File: src/sarsq_pkg.sv
// Purpose: Shared constants and types for the converter sequencer control
// Assumes: 100 MHz system clock, converter clock derived by an enable
// Notes:   Timing figures kept in their own units, cycle counts derived
package sarsq_pkg;

    localparam int SARSQ_SYS_MHZ       = 100;
    localparam int SARSQ_CONV_MHZ_MAX  = 18;
    localparam int SARSQ_CONV_CLKS_MIN = 18;
    localparam int SARSQ_RATE_KSPS     = 1000;
    // Converter clock divider: round up so the rate stays at or below max
    localparam int SARSQ_DIV = (SARSQ_SYS_MHZ + SARSQ_CONV_MHZ_MAX - 1)
                               / SARSQ_CONV_MHZ_MAX;
    localparam int SARSQ_CH_N   = 8;
    localparam int SARSQ_RES_W  = 12;
    localparam int SARSQ_ST_W   = 8;
    localparam logic [SARSQ_ST_W-1:0] SARSQ_ST_RST = 8'h03;
    localparam logic [SARSQ_RES_W-1:0] SARSQ_LO_RST = 12'h000;
    localparam logic [SARSQ_RES_W-1:0] SARSQ_HI_RST = 12'hFFF;
    localparam int SARSQ_FIFO_DEPTH = 16;

    typedef enum logic [2:0] {
        SARSQ_IDLE   = 3'b000,
        SARSQ_SAMPLE = 3'b001,
        SARSQ_CONV   = 3'b010,
        SARSQ_STORE  = 3'b011,
        SARSQ_NEXT   = 3'b100
    } sarsq_state_t;

    typedef struct packed {
        logic [2:0]             chan;
        logic [SARSQ_RES_W-1:0] value;
        logic                   out_of_range;
    } sarsq_result_t;

endpackage : sarsq_pkg

File: src/sarsq_fifo.sv
// Purpose: Parameterised result FIFO with valid/ready on both sides
// Assumes: Single clock, synchronous active-high reset
// Notes:   Full and empty are exact; no write when full, no read when empty
`timescale 1ns/1ps
module sarsq_fifo #(
    parameter int WIDTH = 16,
    parameter int DEPTH = 16
) (
    input  wire logic             clk_in,    // System clock
    input  wire logic             rst_in,    // Synchronous reset
    input  wire logic             wr_valid_in, // Write request
    output logic                  wr_ready_out, // Space available
    input  wire logic [WIDTH-1:0] wr_data_in,  // Write data
    output logic                  rd_valid_out, // Data available
    input  wire logic             rd_ready_in,  // Read accept
    output logic      [WIDTH-1:0] rd_data_out   // Read data
);
    localparam int AW = $clog2(DEPTH);
    logic [WIDTH-1:0] mem [DEPTH];
    logic [AW-1:0]    wptr, rptr, next_wptr, next_rptr;
    logic [AW:0]      count, next_count;
    logic             do_wr, do_rd;

    assign wr_ready_out = (count != (AW+1)'(DEPTH));
    assign rd_valid_out = (count != '0);
    assign rd_data_out  = mem[rptr];
    assign do_wr = wr_valid_in && wr_ready_out;
    assign do_rd = rd_ready_in && rd_valid_out;

    always_comb begin
        next_wptr  = do_wr ? wptr + 1'b1 : wptr;
        next_rptr  = do_rd ? rptr + 1'b1 : rptr;
        next_count = count + (AW+1)'(do_wr) - (AW+1)'(do_rd);
    end

    always_ff @(posedge clk_in) begin
        if (rst_in) begin
            wptr  <= '0;
            rptr  <= '0;
            count <= '0;
        end else begin
            wptr  <= next_wptr;
            rptr  <= next_rptr;
            count <= next_count;
        end
        if (do_wr) mem[wptr] <= wr_data_in;
    end
endmodule : sarsq_fifo

File: src/sarsq_top.sv
// Purpose: Sequencer control for a 12-bit successive-approximation converter
// Assumes: Analog core returns a result after the conversion clocks
// Notes:   Converter clock is an enable pulse; halted in deep low power
// How it works
// - Converter clock at most 18 MHz, 18 clocks
// - No dead time between sequenced channels
// - Acquisition window length is programmable
// - Eight-input sequencer scans selected channels autonomously
// - Channel from state machine or firmware
// - Each channel result held in own buffer
// - Per-channel sample time applied during acquisition
// - Low/high limits compared, out-of-range interrupt
// - Range flag raised when the result is accepted by the FIFO
// - Converter inactive in deepest low-power state
// - Converter clock stopped until chip wakes
`timescale 1ns/1ps
module sarsq_top
    import sarsq_pkg::*;
#(
    parameter int CH_N  = SARSQ_CH_N,
    parameter int RES_W = SARSQ_RES_W
) (
    input  wire logic                   clk_in,         // 100 MHz clock
    input  wire logic                   rst_in,         // Sync reset
    input  wire logic                   enable_in,      // Block enable
    input  wire logic                   deep_sleep_in,  // Deepest low power
    input  wire logic                   start_in,       // Start scan pulse
    input  wire logic                   continuous_in,  // Repeat scans
    input  wire logic                   fw_mode_in,     // Firmware selects
    input  wire logic [2:0]             fw_chan_in,     // Firmware channel
    input  wire logic [CH_N-1:0]        chan_en_in,     // Enabled channels
    input  wire logic [CH_N*SARSQ_ST_W-1:0] samp_time_in, // Per-chan clocks
    input  wire logic [RES_W-1:0]       lim_lo_in,      // Low limit
    input  wire logic [RES_W-1:0]       lim_hi_in,      // High limit
    input  wire logic                   range_clr_in,   // Clear range flag
    input  wire logic                   eos_clr_in,     // Clear end of scan
    input  wire logic [RES_W-1:0]       core_result_in, // Analog core result
    input  wire logic [2:0]             rd_chan_in,     // Buffer read index
    output logic      [RES_W-1:0]       rd_data_out,    // Buffer read data
    output logic      [2:0]             mux_sel_out,    // Analog mux select
    output logic                        sample_out,     // Track/hold: track
    output logic                        conv_clk_en_out, // Converter clock
    output logic                        busy_out,       // Scan in progress
    output logic                        eos_out,        // End of scan, sticky
    output logic                        range_irq_out,  // Out of range
    output logic      [2:0]             range_chan_out, // Offending channel
    output logic                        res_valid_out,  // Stream valid
    input  wire logic                   res_ready_in,   // Stream ready
    output sarsq_result_t               res_data_out,   // Stream data
    output logic                        stall_out       // FIFO full stall
);
    localparam logic [4:0] CONV_LAST = 5'(SARSQ_CONV_CLKS_MIN - 1);
    localparam logic [3:0] DIV_LAST  = 4'(SARSQ_DIV - 1);
    localparam int         CONV_CYC  = SARSQ_CONV_CLKS_MIN * SARSQ_DIV;

    function automatic logic in_range_f(
        input logic [RES_W-1:0] v, lo, hi);
        in_range_f = (v >= lo && v <= hi) ? 1'b1 : 1'b0;
    endfunction : in_range_f

    // Next enabled channel strictly above c; 4'h8 when none
    function automatic logic [3:0] next_ch_f(input logic [CH_N-1:0] en,
                                              input logic [3:0] c);
        next_ch_f = 4'h8;
        for (int i = CH_N - 1; i >= 0; i--) begin
            if (en[i] && 4'(i) > c) next_ch_f = 4'(i);
        end
    endfunction : next_ch_f

    // Lowest enabled channel; 0 when none
    function automatic logic [2:0] first_ch_f(input logic [CH_N-1:0] en);
        first_ch_f = 3'h0;
        for (int i = CH_N - 1; i >= 0; i--) begin
            if (en[i]) first_ch_f = 3'(i);
        end
    endfunction : first_ch_f

    sarsq_state_t     state, next_state;
    logic [3:0]       div, next_div;
    logic             ck_en;
    logic [2:0]       chan, next_chan;
    logic [7:0]       tcnt, next_tcnt;
    logic [4:0]       ccnt, next_ccnt;
    logic [RES_W-1:0] buf_mem [CH_N];
    logic             eos, next_eos, rirq, next_rirq;
    logic [2:0]       rchan, next_rchan;
    logic             run, next_run;
    logic             fifo_rdy;
    logic             bad;
    logic [3:0]       nxt;
    logic [SARSQ_ST_W-1:0] st_sel;
    logic             active;
    sarsq_result_t    wr_res;
    logic             samp_entry;
    logic [11:0]      win_cyc, next_win_cyc;

    assign active = enable_in && !deep_sleep_in;
    // Converter clock enable: 100/6 MHz, under the 18 MHz ceiling
    // Restarted on entry to acquisition so the window is whole clocks
    assign samp_entry = (next_state == SARSQ_SAMPLE)
                     && (state != SARSQ_SAMPLE);
    always_comb begin
        next_div = (!active || samp_entry || div == DIV_LAST) ? 4'h0 :
                   div + 4'h1;
    end
    assign ck_en = active && (div == DIV_LAST);

    assign st_sel = samp_time_in[chan*SARSQ_ST_W +: SARSQ_ST_W];
    assign bad = !in_range_f(core_result_in, lim_lo_in, lim_hi_in);
    assign nxt = next_ch_f(chan_en_in, {1'b0, chan});

    always_comb begin
        next_state = state;
        next_chan  = chan;
        next_tcnt  = tcnt;
        next_ccnt  = ccnt;
        next_run   = run;
        next_eos   = eos;
        next_rirq  = rirq;
        next_rchan = rchan;
        if (eos_clr_in) next_eos = 1'b0;
        if (range_clr_in) next_rirq = 1'b0;
        case (state)
            SARSQ_IDLE: begin
                if (active && (start_in || run) && chan_en_in != '0) begin
                    next_run   = continuous_in;
                    next_chan  = fw_mode_in ? fw_chan_in :
                                 first_ch_f(chan_en_in);
                    next_tcnt  = 8'h00;
                    next_state = SARSQ_SAMPLE;
                end
            end
            SARSQ_SAMPLE: begin
                if (ck_en) begin
                    if (tcnt >= st_sel) begin
                        next_ccnt  = 5'h00;
                        next_state = SARSQ_CONV;
                    end else begin
                        next_tcnt = tcnt + 8'h01;
                    end
                end
            end
            SARSQ_CONV: begin
                if (ck_en) begin
                    if (ccnt == CONV_LAST) next_state = SARSQ_STORE;
                    else next_ccnt = ccnt + 5'h01;
                end
            end
            SARSQ_STORE: begin
                if (fifo_rdy) begin
                    if (bad) begin
                        next_rirq  = 1'b1;
                        next_rchan = chan;
                    end
                    next_state = SARSQ_NEXT;
                end
            end
            default: begin
                // Step straight to next channel's sample, no idle gap
                next_tcnt = 8'h00;
                if (!fw_mode_in && nxt != 4'h8) begin
                    next_chan  = nxt[2:0];
                    next_state = SARSQ_SAMPLE;
                end else begin
                    next_eos   = 1'b1;
                    // Rescan only while the continuous level still stands
                    next_run   = run && continuous_in;
                    if (run && continuous_in && active) begin
                        next_chan  = fw_mode_in ? fw_chan_in :
                            first_ch_f(chan_en_in);
                        next_state = SARSQ_SAMPLE;
                    end else begin
                        next_state = SARSQ_IDLE;
                    end
                end
            end
        endcase
        if (!active) begin
            next_state = SARSQ_IDLE;
            next_run   = 1'b0;
        end
    end

    always_ff @(posedge clk_in) begin
        if (rst_in) begin
            state <= SARSQ_IDLE;
            div   <= 4'h0;
            chan  <= 3'h0;
            tcnt  <= 8'h00;
            ccnt  <= 5'h00;
            run   <= 1'b0;
            eos   <= 1'b0;
            rirq  <= 1'b0;
            rchan <= 3'h0;
        end else begin
            state <= next_state;
            div   <= next_div;
            chan  <= next_chan;
            tcnt  <= next_tcnt;
            ccnt  <= next_ccnt;
            run   <= next_run;
            eos   <= next_eos;
            rirq  <= next_rirq;
            rchan <= next_rchan;
        end
        if (state == SARSQ_STORE && fifo_rdy)
            buf_mem[chan] <= core_result_in;
    end

    // Cycles spent in the present state, for the timing checks
    always_comb begin
        if (next_state != state) next_win_cyc = 12'h000;
        else if (win_cyc == 12'hFFF) next_win_cyc = win_cyc;
        else next_win_cyc = win_cyc + 12'h001;
    end
    always_ff @(posedge clk_in) begin
        if (rst_in) win_cyc <= 12'h000;
        else win_cyc <= next_win_cyc;
    end

    assign wr_res = '{chan: chan, value: core_result_in, out_of_range: bad};
    sarsq_fifo #(
        .WIDTH ($bits(sarsq_result_t)),
        .DEPTH (SARSQ_FIFO_DEPTH)
    ) u_fifo (
        .clk_in       (clk_in),
        .rst_in       (rst_in),
        .wr_valid_in  (state == SARSQ_STORE),
        .wr_ready_out (fifo_rdy),
        .wr_data_in   (wr_res),
        .rd_valid_out (res_valid_out),
        .rd_ready_in  (res_ready_in),
        .rd_data_out  (res_data_out)
    );

    assign rd_data_out     = buf_mem[rd_chan_in];
    assign mux_sel_out     = chan;
    assign sample_out      = (state == SARSQ_SAMPLE);
    assign conv_clk_en_out = ck_en && (state == SARSQ_CONV);
    assign busy_out        = (state != SARSQ_IDLE);
    assign eos_out         = eos;
    assign range_irq_out   = rirq;
    assign range_chan_out  = rchan;
    assign stall_out       = (state == SARSQ_STORE) && !fifo_rdy;
endmodule : sarsq_top

File: config.mk
export PLATFORM = sky130hd
export DESIGN_NAME = sarsq_top
export DESIGN_NICKNAME = d
export VERILOG_FILES = /design/src/sarsq_pkg.sv /design/src/sarsq_fifo.sv /design/src/sarsq_top.sv
export SDC_FILE = /design/constraint.sdc
export NUM_CORES = 1
export LEC_CHECK = 0
export BUFFER_PORTS_ARGS = -buffer_cell sky130_fd_sc_hd__buf_2
export CORE_MARGIN = 2
export CORE_UTILIZATION = 40
export CTS_CLUSTER_DIAMETER = 80
export DETAILED_ROUTE_END_ITERATION = 16
export PLACE_DENSITY_LB_ADDON = 0.2
export SLEW_MARGIN = 20
export SYNTH_ARGS = -nofsm -noshare
export SYNTH_HDL_FRONTEND = slang
export SYNTH_SLANG_ARGS = --single-unit
File: constraint.sdc
create_clock -name clk_in -period 3.5 [get_ports clk_in]
set_input_delay 0.7 -clock clk_in [delete_from_list [all_inputs] [get_ports clk_in]]
set_output_delay 0.7 -clock clk_in [all_outputs]
set_load 0.05 [all_outputs]
; ---- Word-level counts from Yosys, hierarchy flattened
; Memories as Yosys holds them, arrays and structs flattened. A register that Yosys moved wholly into a read port is not among the register bits.
; Cells that the tools add are included.
[word_totals]
register_bits = 42
ramBits = 352
elab_cells = 150
out_inout_bits = 41
input_bits = 124
memories = 2
[memory_table]
columns = name, depth, width, read_ports, rd_clocked_by_memory_dff, wr, line
row1 = u_fifo.mem, 16, 16, 1, 1, 1, sarsq_fifo.sv:19  ; logic [WIDTH-1:0] mem [DEPTH];
row2 = buf_mem, 8, 12, 1, 0, 1, sarsq_top.sv:84  ; logic [RES_W-1:0] buf_mem [CH_N];
[op_classes]
magnitude_cmp = 10
eq_ne = 16
n_reduce_logical = 44
shift = 1
muxes = 54
n_addsub = 7
bitwise_logic = 4
[op_table]
columns = op, count
row1 = 64-bit by 7-bit indexed part select with 8-bit output, 1
row2 = 3-bit two-way mux, 19
row3 = 4-bit two-way mux, 9
row4 = 8-bit two-way mux, 3
row5 = 8-bit one-hot mux with 3 select lines, 1
row6 = 1-bit logical AND, 20
row7 = 5-bit two-way mux, 4
row8 = 1-bit two-way mux, 14
row9 = 4-bit by 1-bit adder with 4-bit output (second input constant), 3
row10 = 12-bit >= comparator, 1
row11 = 3-bit greater-than comparator (first input constant), 4
row12 = 12-bit less-or-equal comparator, 1
row13 = 3-bit one-hot mux with 4 select lines, 1
row14 = 5-bit one-hot mux with 2 select lines, 1
row15 = 3-bit AND reduction, 3
row16 = 8-bit by 1-bit adder with 8-bit output (second input constant), 1
row17 = 8-bit >= comparator, 1
row18 = 2-bit inequality test (second input constant), 4
row19 = 8-bit nonzero test, 1
row20 = 3-bit by 1-bit equality test with 1-bit output (second input constant), 2
row21 = 3-bit by 2-bit equality test with 1-bit output (second input constant), 2
row22 = 2-bit by 3-bit greater-than comparator with 1-bit output (first input constant), 2
row23 = 2-bit by 1-bit inequality test with 1-bit output (second input constant), 3
row24 = 3-bit one-hot mux with 2 select lines, 1
row25 = other kinds (22), 34

; ---- Depth between registers and ports, before layout
[logic_depth]
depth_word = 19
depth_mapped = 15
ltp_nobuf = 14

; ---- Modules after synthesis
; A second synthesis with hierarchy kept.
[hier_totals]
hier_cells = 1016
hier_area_um2 = 17309.1
[by_module_without_submodules]
columns = mod, seq_area_each_um2, cells_each, instances, area_per_inst_um2
row1 = sarsq_fifo, 8027.7, 503, 1, 10620.2
row2 = sarsq_top, 3463.3, 513, 1, 6688.9

; ---- Worst setup path after synthesis
; OpenSTA, ideal clock, no wires.
[synth_path]
path_kind = flip-flop to flip-flop
start = reg chan[0] (netlist: mux_sel_out[0])
end = reg tcnt[5]
synth_period_minus_slack_ns = 4.027
stages_incl_launch_ff = 12
n_path_buf = 2
arrival_ns = 3.958
required_time_ns = 3.431
path_slack_ns = -0.527
setup_time_ns = 0.069
path_cell_list = dfxtp_1 > buf_2 > buf_2 > mux4_2 > mux2i_1 > ha_1 > a21oi_2 > nand2_2 > or3_4 > a221o_1 > or4_1 > o21ai_1
[synth_via]
elab_chain_len = 4
[synth_rtl]
columns = item, line
row1 = "start, declared", sarsq_top.sv:81  ; logic [2:0] chan, next_chan;
row2 = "start signal, assigned", sarsq_top.sv:198  ; chan <= next_chan;
row3 = 64-bit by 7-bit indexed part select with 8-bit output, sarsq_top.sv:108  ; assign st_sel = samp_time_in[chan*SARSQ_ST_W +: SARSQ_ST_W];
row4 = 8-bit >= comparator, sarsq_top.sv:135  ; if (tcnt >= st_sel) begin
row5 = 2-bit inequality test (no line), --
row6 = 4-bit AND reduction (no line), --
row7 = "end signal, assigned", sarsq_top.sv:199  ; tcnt <= next_tcnt;
row8 = "end, declared", sarsq_top.sv:82  ; logic [7:0] tcnt, next_tcnt;
; Every way passes these cells.
; A chain may end at the register's enable or synchronous reset.

==> results.toml <==
[sta]
timing.final.crit_share_pct = 93.39
fin_skew_ns = 0.02048
tightest_slew_ns = 0.7433
slew_headroom_pct = 50.45
grt_setup_unrepaired = "no"
drv_slew = 0
finalSetupViolCount = 0
max_freq_mhz = 305.9
hold_violations = 0
finalSetupTns_ns = 0
period_needed_ns = 3.269

[setup_path]
reg2reg_to = "tcnt[4]"
cp_slowest_cell = "mux4_2"
r2r_slack_ns = 0.27
worstPathCellList = "buf_16, mux4_2, mux4_2, buf_2"
r2r_cells = 9
crit_arrival_ns = 2.57
worst_r2r_startpoint = "mux_sel_out[0]"
cp_data_required_time_ns = 2.80
cp_common_cell = "mux4_2"
crit_type = "reg -> out"
cp-start-kind = "flop"
end_kind = "output port"
critPathMaxStageDelay_ns = 0.57
path_max_fanout = 27

[logic_synthesis]
synth.top_cell.area_share_pct = 61.06
async_flop_share_pct = 0
synth_area_mm2 = 0.01731
yosys-top-cells-area = "edfxtp_1 61%, mux4_2 15%, dfxtp_1 5.3%"
syn_inst = 987
synth_cell_types = 75
ys_seq_area_share_pct = 66.38
synthTopCellsByCount = "352 x edfxtp_1, 116 x mux4_2, 48 x ha_1, 46 x dfxtp_1, 46 x inv_1"
synth_top_area_cell = "edfxtp_1"
syn_area_per_cell_um2 = 17.54
yosys_warnings = 0
synth_edf_count = 352
synth_nets = 1160
synth-seq-cells = 398
yosysMostFrequentCell = "edfxtp_1"
synth_ff_type = "edfxtp_1"

[worst_hold_path]
hold_path_depth = 3
min_to = "range_irq_out"
hold_start = "range_clr_in"
hold_path_class = "in -> reg"

[detailed_routing]
remaining_drc_errors = 0
drt-vias-per-instance = 5.330
drtAntennaViolNets = 0
drt_iter0_drc = 629
wl_per_cell_um = 22.18
wirelength_um = 40660
vias = 9770
firstDrtPassIters = 4

[place]
dp.cells = 1753
place.gp.congestion = 0.8307
place_hpwl_um = 26630
portBuffers = 164

[grt]
grt_first_pass_wirelength_um = 61380
gr-total-overflow = 0
grt_usage_pct = 18.50
grt_pass1_vias = 9973
antenna_found_initial = 0
grt_max_degree = 65

[clocking]
clk_latency_ns = 0.55
cts-buffers-inserted = 42
ctsLongestPathBuffers = 3
cts_sinks = 398
clkTransAtPathRegs_ns = 0.06
cts_hold_buffers = 0
cts_tree = "done"
cts_htree_levels = 2
root_buffer = "clkbuf_16"

[cells_and_area]
layout.nets = 1390
drive_above_1_share_pct = 35.58
area_growth_pct = 19.65
final_cell_count_no_fill = 1833
num_antenna_cells = 0

[run]
max_cap_viol_count = 0

[pwr]
p_leak_nw = 7.308
power.density_mw_per_mm2 = 572.8
irDropWorstVdd_uv = 338.5

[floorplan]
die_x_um = 212.0
dieHeight_um = 212.0
row_count = 76
coreArea_mm2 = 0.04289
initial_core_util_pct = 40.37
ios = 165
fp.dieArea_mm2 = 0.04496

[outcome]
status = "completed"
-- how the worst max path moves through the flow --
stage,from,end,slack (ns),cells past startpoint
global route,mux_sel_out[1],div[2],0.11,14
global placement,samp_time_in[40],tcnt[5],0.07,11
detailed placement,samp_time_in[22],tcnt[5],0.02,13
floorplan,mux_sel_out[0],tcnt[5],0.04,11
CTS,flop,res_data_out[4],0.03,4
finish,flop,res_data_out[4],0.23,4
-- cells in the final DEF, fill, tap and decap left out, types with 16 or more instances in the layout --
| cell | Yosys | final |
|---|---|---|
| and2_1 | 20 | 20 |
| nand2_1 | 28 | 28 |
| mux2i_1 | 16 | 16 |
| edfxtp_1 | 352 | 352 |
| dfxtp_1 | 46 | 41 |
| clkbuf_16 | 0 | 46 |
| nor2_1 | 45 | 45 |
| buf_2 | 14 | 164 |
| buf_4 | 1 | 53 |
| mux4_2 | 116 | 116 |
| a21oi_1 | 25 | 25 |
| ha_1 | 48 | 48 |
| inv_1 | 46 | 46 |
-- stage by stage --
| step | utilization, % | area (µm²) | total power, mW | hold WS (ns) | setup WS [ns] |
|---|---|---|---|---|---|
| after floorplan | - | 17330 | 6.980 | 0.4581 | 0.03937 |
| after global placement | 45.01 | 19300 | 7.574 | 0.4591 | 0.07207 |
| after detailed placement | 45.01 | 19300 | 7.601 | 0.4651 | 0.01697 |
| after CTS | 48.17 | 20660 | 11.98 | 0.3775 | 0.02681 |
| after global routing | 48.30 | 20710 | 12.36 | 0.4126 | 0.1144 |
| final | 48.30 | 20710 | 11.87 | 0.4101 | 0.2314 |
-- worst max-delay path, delay by kind of cell (launching register included) --
kind	cells	cell delay, ns
buffers and inverters	2	0.49
flip-flops	1	0.45
multiplexers	2	1.05
-- routing by layer --
| metal | track usage [%] | routed length, µm | part of all wire [%] |
|---|---|---|---|
| met1 | 26.24 | 18360 | 45 |
| met2 | 30.13 | 20010 | 49 |
| met3 | 2.806 | 1712 | 4.2 |
| met4 | 4.662 | 566 | 1.4 |
| met5 | 0 | 0 | 0 |
-- kinds of logic (layout without fill, tap and decap cells) --
logic type / count (synthesis) / after routing / share of synthesized area, %
compound gates: 106 / 106 / 4.402
xor+xnor: 15 / 15 / 0.7589
fa+ha+maj: 49 / 49 / 3.585
buf+inv: 90 / 351 / 2.074
flops: 398 / 398 / 66.38
mux: 146 / 146 / 16.93
simple gates: 183 / 183 / 5.876
-- sequential cells by signal (all words and copies together), names as in the netlist, named ones only --
register,cells
eos_out,1
ccnt,5
u_fifo.wptr,4
buf_mem,96
u_fifo.rptr,4
u_fifo.mem,256
div,4
range_irq_out,1
range_chan_out,3
u_fifo.count,5
tcnt,8
state,3
mux_sel_out,3
run,1
-- final cells by class --
type                            count  area (µm²)
Clock buffer                       55        1185
Clock inverter                     20       171.4
Fill cell                        3681       22170
Inverter                           47       180.2
Multi-Input combinational cell    499        5483
Sequential cell                   398       11500
Tap cell                          585       732.0
Timing Repair Buffer              229        1458
-- power by group --
| part | switching (mW) | internal, mW |
|---|---|---|
| clock | 1.77 | 2.60 |
| combinational | 1.19 | 1.03 |
| sequential | 0.0648 | 5.22 |
-- repair_timing --
item	4_1_cts	5_1_grt
setup endpoints to repair	0	8
setup buffers	0	5
gates resized for setup	0	4
(Power assumes the default switching activity.)
